`src/rtl/v24os_consts.vh`:
```
// Operation
// RL1: Sample incoming data line at fixed 64 kHz into a 64 kbit/s timeslot.
// RL2: Attached equipment keeps over-sampled data rate at or below 19.2 kbit/s.
// RL3: In over-sampling mode ignore the DTE clock and drive no DCE clock.
// RL4: CTS source local RTS: CTS follows own RTS input, link status ignored.
// RL5: CTS source permanent: CTS held on always, never dropped on link failure.
// RL6: CTS behaviour unchanged whether or not loopback is active.
// RL7: Received data captured on selected edge of external transmit clock, falling default.
// RL8: Loopback returns port data to the customer; disabled by default.
// RL9: Four independently configured ports, each with own CTS, edge and loopback settings.
// RL10: Rate setting equal to the over-sampling code selects over-sampling mode.
// RL11: Over-sampled timeslot routable to an E1 or T1 trunk besides radio.
// RL12: Port always acts as DCE: drives CTS, receives RTS.
// RL13: Each sample maps to one timeslot bit; received bits replayed at same rate.
`ifndef V24OS_CONSTS_VH
`define V24OS_CONSTS_VH

`define V24OS_PORTS 4
`define V24OS_RATE_W 4
`define V24OS_RATE_OVS 4'hf
`define V24OS_CLK_HZ 25000000
`define V24OS_SAMPLE_HZ 64000
`define V24OS_ACC_W 25
`define V24OS_MAX_BAUD 19200

`define V24OS_CTS_LOCAL 1'h0
`define V24OS_CTS_PERM 1'h1
`define V24OS_EDGE_FALL 1'h0
`define V24OS_EDGE_RISE 1'h1
`define V24OS_ROUTE_RADIO 1'h0
`define V24OS_ROUTE_TRUNK 1'h1

`define V24OS_RST_MARK 1'h1
`define V24OS_RST_CTS 1'h0
`define V24OS_RST_CLK 1'h0
`define V24OS_RST_SYNC 3'h7

`endif

```
`src/rtl/v24os_tick.v`:
```
`timescale 1ns/10ps
`default_nettype none
`include "v24os_consts.vh"
module v24os_tick #(
  parameter integer CLK_HZ = `V24OS_CLK_HZ,
  parameter integer TICK_HZ = `V24OS_SAMPLE_HZ
) (
  input wire clk,
  input wire reset,
  output wire tick
);
  localparam [`V24OS_ACC_W-1:0] STEP = TICK_HZ[`V24OS_ACC_W-1:0];
  localparam [`V24OS_ACC_W-1:0] WRAP = CLK_HZ[`V24OS_ACC_W-1:0];
  reg [`V24OS_ACC_W-1:0] acc_q;
  reg [`V24OS_ACC_W-1:0] acc_d;
  reg tick_q;
  reg tick_d;
  wire [`V24OS_ACC_W:0] sum = {1'b0, acc_q} + {1'b0, STEP};

  ////////////////////////////////////////////////////////////////////////
  // Fractional accumulator gives an exact average 64 kHz enable
  always @* begin
    if (sum >= {1'b0, WRAP}) begin // [RL1]
      acc_d = sum[`V24OS_ACC_W-1:0] - WRAP;
      tick_d = 1'b1;
    end else begin
      acc_d = sum[`V24OS_ACC_W-1:0];
      tick_d = 1'b0;
    end
  end

  always @(posedge clk) begin
    if (reset) begin
      acc_q <= {`V24OS_ACC_W{1'b0}};
      tick_q <= 1'b0;
    end else begin
      acc_q <= acc_d;
      tick_q <= tick_d;
    end
  end

  assign tick = tick_q;
endmodule
`default_nettype wire

```
`src/rtl/v24os_port.v`:
```
`timescale 1ns/10ps
`default_nettype none
`include "v24os_consts.vh"
module v24os_port #(
  parameter integer PORTS = `V24OS_PORTS,
  parameter integer CLK_HZ = `V24OS_CLK_HZ,
  parameter integer SAMPLE_HZ = `V24OS_SAMPLE_HZ
) (
  input wire clk,
  input wire reset,
  // Customer-side pins, asynchronous
  input wire [PORTS-1:0] txdPin,
  input wire [PORTS-1:0] rtsPin,
  input wire [PORTS-1:0] ext_tx_clock_in,
  output wire [PORTS-1:0] rxdPin,
  output wire [PORTS-1:0] ctsPin,
  output wire [PORTS-1:0] dceClkOut,
  // Per-port configuration
  input wire [PORTS*`V24OS_RATE_W-1:0] oversample_rate_code,
  input wire [PORTS-1:0] ctsSource,
  input wire [PORTS-1:0] captureEdge,
  input wire [PORTS-1:0] loopbackEn,
  input wire [PORTS-1:0] routeSel,
  // Timeslot side
  input wire [PORTS-1:0] radioRxBit,
  input wire [PORTS-1:0] trunkRxBit,
  output wire [PORTS-1:0] radioTxBit,
  output wire [PORTS-1:0] trunkTxBit,
  output wire sampleValid,
  // Status
  output wire [PORTS-1:0] overSampleActive,
  output wire [PORTS-1:0] capturedBit
);

  ////////////////////////////////////////////////////////////////////////
  // Shared sample-rate enable
  wire sampleTick;
  reg sampleValid_q;

  v24os_tick #(
    .CLK_HZ(CLK_HZ),
    .TICK_HZ(SAMPLE_HZ)
  ) u_tick (
    .clk(clk),
    .reset(reset),
    .tick(sampleTick)
  );

  always @(posedge clk) begin
    if (reset) begin
      sampleValid_q <= 1'b0;
    end else begin
      sampleValid_q <= sampleTick; // [RL1]
    end
  end

  assign sampleValid = sampleValid_q;

  ////////////////////////////////////////////////////////////////////////
  // Helpers
  function isOverSample;
    input [`V24OS_RATE_W-1:0] code;
    begin
      isOverSample = (code == `V24OS_RATE_OVS);
    end
  endfunction

  function edgeSeen;
    input sel;
    input prev;
    input cur;
    begin
      if (sel == `V24OS_EDGE_RISE) begin
        edgeSeen = ~prev & cur;
      end else begin
        edgeSeen = prev & ~cur;
      end
    end
  endfunction

  ////////////////////////////////////////////////////////////////////////
  // Per-port logic, each port from its own settings
  genvar p;
  generate
    for (p = 0; p < PORTS; p = p + 1) begin : g_port // [RL9]
      reg [2:0] txdSync_q;
      reg [2:0] rtsSync_q;
      reg [2:0] clkSync_q;
      reg rxd_q;
      reg cts_q;
      reg dceClk_q;
      reg radioTx_q;
      reg trunkTx_q;
      reg ovs_q;
      reg cap_q;
      reg rxBit_d;
      wire ovsMode;

      assign ovsMode = isOverSample(
        oversample_rate_code[p*`V24OS_RATE_W +: `V24OS_RATE_W]); // [RL10]

      // Two flops before use; third stage only feeds edge detection
      always @(posedge clk) begin
        if (reset) begin
          txdSync_q <= `V24OS_RST_SYNC;
          rtsSync_q <= 3'h0;
          clkSync_q <= 3'h0;
        end else begin
          txdSync_q <= {txdSync_q[1:0], txdPin[p]};
          rtsSync_q <= {rtsSync_q[1:0], rtsPin[p]};
          clkSync_q <= {clkSync_q[1:0], ext_tx_clock_in[p]};
        end
      end

      // Received timeslot bit from the selected path
      always @* begin
        if (routeSel[p] == `V24OS_ROUTE_TRUNK) begin
          rxBit_d = trunkRxBit[p]; // [RL11]
        end else begin
          rxBit_d = radioRxBit[p];
        end
      end

      always @(posedge clk) begin
        if (reset) begin
          rxd_q <= `V24OS_RST_MARK;
          cts_q <= `V24OS_RST_CTS;
          dceClk_q <= `V24OS_RST_CLK;
          radioTx_q <= `V24OS_RST_MARK;
          trunkTx_q <= `V24OS_RST_MARK;
          ovs_q <= 1'b0;
          cap_q <= `V24OS_RST_MARK;
        end else begin
          ovs_q <= ovsMode;
          // DCE role: CTS out, RTS in, no loopback term
          if (ctsSource[p] == `V24OS_CTS_PERM) begin
            cts_q <= 1'b1; // [RL5] [RL12] [RL6]
          end else begin
            cts_q <= rtsSync_q[1]; // [RL4] [RL12] [RL6]
          end
          // No clock output in over-sampling mode
          dceClk_q <= `V24OS_RST_CLK; // [RL3]
          // Clock-edge capture only outside over-sampling mode
          if (!ovsMode && edgeSeen(captureEdge[p], clkSync_q[2], clkSync_q[1])) begin
            cap_q <= txdSync_q[1]; // [RL7] [RL3]
          end
          if (ovsMode) begin
            if (sampleTick) begin
              // One sample per timeslot bit, on the chosen path
              if (routeSel[p] == `V24OS_ROUTE_TRUNK) begin
                trunkTx_q <= txdSync_q[1]; // [RL1] [RL13] [RL11]
                radioTx_q <= `V24OS_RST_MARK;
              end else begin
                radioTx_q <= txdSync_q[1]; // [RL1] [RL13]
                trunkTx_q <= `V24OS_RST_MARK;
              end
              if (loopbackEn[p]) begin
                rxd_q <= txdSync_q[1]; // [RL8]
              end else begin
                rxd_q <= rxBit_d; // [RL13]
              end
            end
          end else begin
            radioTx_q <= `V24OS_RST_MARK;
            trunkTx_q <= `V24OS_RST_MARK;
            rxd_q <= `V24OS_RST_MARK;
          end
        end
      end

      assign rxdPin[p] = rxd_q;
      assign ctsPin[p] = cts_q;
      assign dceClkOut[p] = dceClk_q;
      assign radioTxBit[p] = radioTx_q;
      assign trunkTxBit[p] = trunkTx_q;
      assign overSampleActive[p] = ovs_q;
      assign capturedBit[p] = cap_q;
    end
  endgenerate

endmodule
`default_nettype wire

```
`config.mk`:
```
export PLATFORM = sky130hd
export DESIGN_NAME = v24os_port
export DESIGN_NICKNAME = d
export VERILOG_FILES = /design/src/rtl/v24os_tick.v /design/src/rtl/v24os_port.v
export VERILOG_INCLUDE_DIRS = /design/src /design/src/rtl
export SDC_FILE = /design/constraint.sdc
export NUM_CORES = 1
export LEC_CHECK = 0
export ABC_CLOCK_PERIOD_IN_PS = 2880
export BUFFER_PORTS_ARGS = -buffer_cell sky130_fd_sc_hd__buf_2
export CORE_ASPECT_RATIO = 1.2
export CORE_MARGIN = 2
export CORE_UTILIZATION = 56
export CTS_BUF_LIST = sky130_fd_sc_hd__clkbuf_2 sky130_fd_sc_hd__clkbuf_4 sky130_fd_sc_hd__clkbuf_8
export DETAILED_ROUTE_END_ITERATION = 16
export PLACE_DENSITY = 0.83
export SETUP_SLACK_MARGIN = 0.05
export SYNTH_ARGS = -nofsm -noshare
export SYNTH_HDL_FRONTEND = slang
export SYNTH_SLANG_ARGS = --single-unit
```
`constraint.sdc`:
```
create_clock -name clk -period 2.88 [get_ports clk]
set_input_delay 0.144 -clock clk [delete_from_list [all_inputs] [get_ports clk]]
set_output_delay 0.144 -clock clk [all_outputs]
set_load 0.03 [all_outputs]
```
==> out/qor.txt <==
worst skew pair latency: 0.34 ns
Pwr Density: 601 nW/um2
termination of the worst setup path: u_tick.acc_q[15]$_SDFF_PP0_
Ant. Diodes: 0
chip height: 91.3 um
crit end category: flop
grt ovf: 0
predominant post-synthesis flop cell: dfxtp_1
Die Width: 76.8 um
crit-path max FO: 15
Slew headroom: 0.560
Post-DRT Antenna Nets: 0
starting density of the core: 0.584
IO Port Bufs: 78
worst r2r dst: u_tick.acc_q[15]$_SDFF_PP0_
initial DRC count: 194
R2R setup slack: 0.22 ns
global-route wire length before repair: 12400 um
Routed WL: 7480 um
Worst Skew: 0.00836 ns
share of cells above drive strength 1: 0.295
asr flop ratio synth: 0
total CTS buffers: 9
WP buf/inv: 1
EDFF count, synth: 0
Mean Syn Cell Area: 9.08 um2
status: completed
RSZ-0062 raised after global routing: no
num ports: 83
crit-path cells: buf_4 -> a211oi_4 -> a31oi_1 -> o211ai_2 -> nand3_2 -> o21a_2 -> or4_1 -> a21oi_1
yosys warns: 0
#FFs+latches synth: 73
Lkg Pwr: 1.67 nW
Tightest Hold Check Type: input port to flop
clk sink count: 73
initial antenna violation count: 0
via/cell ratio: 5.54
fin crit period: 2.66 ns
nets@finish: 509
root buf cell: clkbuf_8
Final setup viols: 0
slowest CP cell: or4_1
fin util: 0.677
Synth Cell Area: 3560 um2
most common cell after layout, fill and taps aside: buf_2
peak supply drop: 0.000371 V
post-route setup slack: 0.221 ns
Setup TNS Final: 0 ns
Synth Instances: 392
WL/cell: 13.9 um
CP arrival: 2.92 ns
DR vias: 2985
Clock transition at path regs: 0.08 ns
WP data required: 3.14 ns
most frequent cells in the layout: 78 x buf_2, 73 x dfxtp_1, 31 x nand2_1
Area Growth Syn to Fin: 15.9%
post-synth cell types: 63
fmax: 376 MHz
Final period util: 0.923
Final Hold Fails: 0
reg2reg path depth: 8
First-pass DRT Iterations: 4
Worst Tran Pin Value: 0.659 ns
total track usage: 0.217
CTS max path bufs: 2
Routability Congestion: 0.843
HPWL Detailed: 5090 um
core region area: 6090 um2
H-tree levels: 3
Die ar.: 7010 um2
number of remaining DRC errors: 0
Stages on worst setup path: 8
largest net degree at the start of global routing: 32
max cap viols: 0
Worst Setup Start Kind: flop
TritonCTS clock tree: done
critical path type: flop to flop
number of global-route vias before repair: 2755
Rows: 31
R2R Path Start: u_tick.acc_q[9]$_SDFF_PP0_
worst setup path start: u_tick.acc_q[9]$_SDFF_PP0_
pre-CTS setup slack: 0.140 ns
sequential fraction of the synthesis area: 0.411
Final Slew Violations: 0
Crit path max-delay family: compound AO/OA/AOI/OAI gates
CP peak stage delay: 0.51 ns
[cell families after synthesis]
family,Yosys count,synth area share
muxes,10,0.0285
buffers and inverters,55,0.0960
AOI/OAI and AO/OA,78,0.161
adders and majority gates,3,0.0105
xor gates and xnor gates,14,0.0345
and+or+nand+nor,158,0.258
DFF,73,0.411
other,1,0.00105
[registers in the layout (all words and copies together) (netlist names)]
| signal | count |
|---|---|
| u_tick.acc_q | 19 |
| g_port.cts_q | 4 |
| u_tick.tick | 1 |
| g_port.txdSync_q | 8 |
| g_port.ovs_q | 4 |
| g_port.cap_q | 4 |
| g_port.rtsSync_q | 8 |
| g_port.rxd_q | 4 |
| sampleValid | 1 |
| g_port.clkSync_q | 12 |
| g_port.trunkTx_q | 4 |
| g_port.radioTx_q | 4 |
[power by group]
part	switching [mW]	total [mW]	internal (mW)
combinational	0.287	0.470	0.183
sequential	0.0720	1.13	1.06
clock	0.378	0.878	0.500
[timing repair]
item                                    in CTS  in global routing
setup buffers                                0                  0
gates resized for setup                      0                  4
endpoints found under the setup margin       0                  5
hold buffers                                 7                  0
endpoints found under the hold margin        7                  0
[how the worst min path moves through the flow]
stage,startpoint,cells past startpoint,end
global route,ctsSource[1],3,g_port[1].cts_q$_SDFF_PP0_
global placement,txdPin[1],2,g_port[1].txdSync_q[0]$_SDFF_PP1_
CTS,ctsSource[1],3,g_port[1].cts_q$_SDFF_PP0_
finish,ctsSource[0],3,g_port[0].cts_q$_SDFF_PP0_
floorplan,txdPin[0],1,g_port[0].txdSync_q[0]$_SDFF_PP1_
detailed placement,txdPin[1],2,g_port[1].txdSync_q[0]$_SDFF_PP1_
[area by class of cell]
class                      count  area, um2
fill                         504       1970
multi-input combinational    267       1790
sequential                    73       1460
timing repair buffer          92        513
clock buffer                  10        131
tap                           82        103
clock inverter                 6       90.1
inverter                       9       33.8
[synthesized netlist by cell type (3+ instances only)]
cell type,number,area share
a211oi_1,3,0.0063
ha_1,3,0.011
nor3_2,7,0.020
o211ai_1,5,0.011
clkbuf_1,7,0.0074
o21ai_1,5,0.0070
inv_1,9,0.0095
o31a_1,5,0.012
nor2b_1,23,0.040
o21ai_0,12,0.017
a211oi_2,3,0.011
xnor2_1,7,0.017
buf_2,6,0.0084
nand2_1,31,0.033
xor2_1,7,0.017
or3_1,3,0.0053
nand2b_1,3,0.0053
nor4_1,3,0.0053
o22ai_1,6,0.011
nor3b_1,9,0.019
a31oi_1,7,0.012
buf_4,29,0.061
nand3_1,5,0.0070
nor3_1,9,0.013
a21oi_1,11,0.015
mux2i_1,9,0.025
nor2_1,24,0.025
and3b_1,4,0.0098
or2_2,9,0.016
dfxtp_1,73,0.41
nand4_1,11,0.019
[worst register-to-register path: stages, from the launching register on]
cell,delay (ns)
dfxtp_1,0.35
buf_4,0.18
a211oi_4,0.43
a31oi_1,0.17
o211ai_2,0.26
nand3_2,0.16
o21a_2,0.35
or4_1,0.51
a21oi_1,0.18
[routing by layer]
metal  share of wire  vias to the layer above  track usage
met2            0.50                      110        0.361
met4           0.013                        0       0.0803
li1                -                     1476            -
met3           0.060                       12       0.0586
met5               0                        -            0
met1            0.43                     1387        0.267
[per-stage QoR]
step	power, mW	hold WS [ns]	instance area, um2	cells
after global placement	1.58	0.332	3810	516
after floorplan	1.49	0.248	3570	395
final	2.48	0.0114	4120	539
after detailed placement	1.59	0.331	3810	516
after CTS	2.48	0.00290	4100	539
after global routing	2.60	0.000885	4120	539
Power figures use the tool's default switching activity.
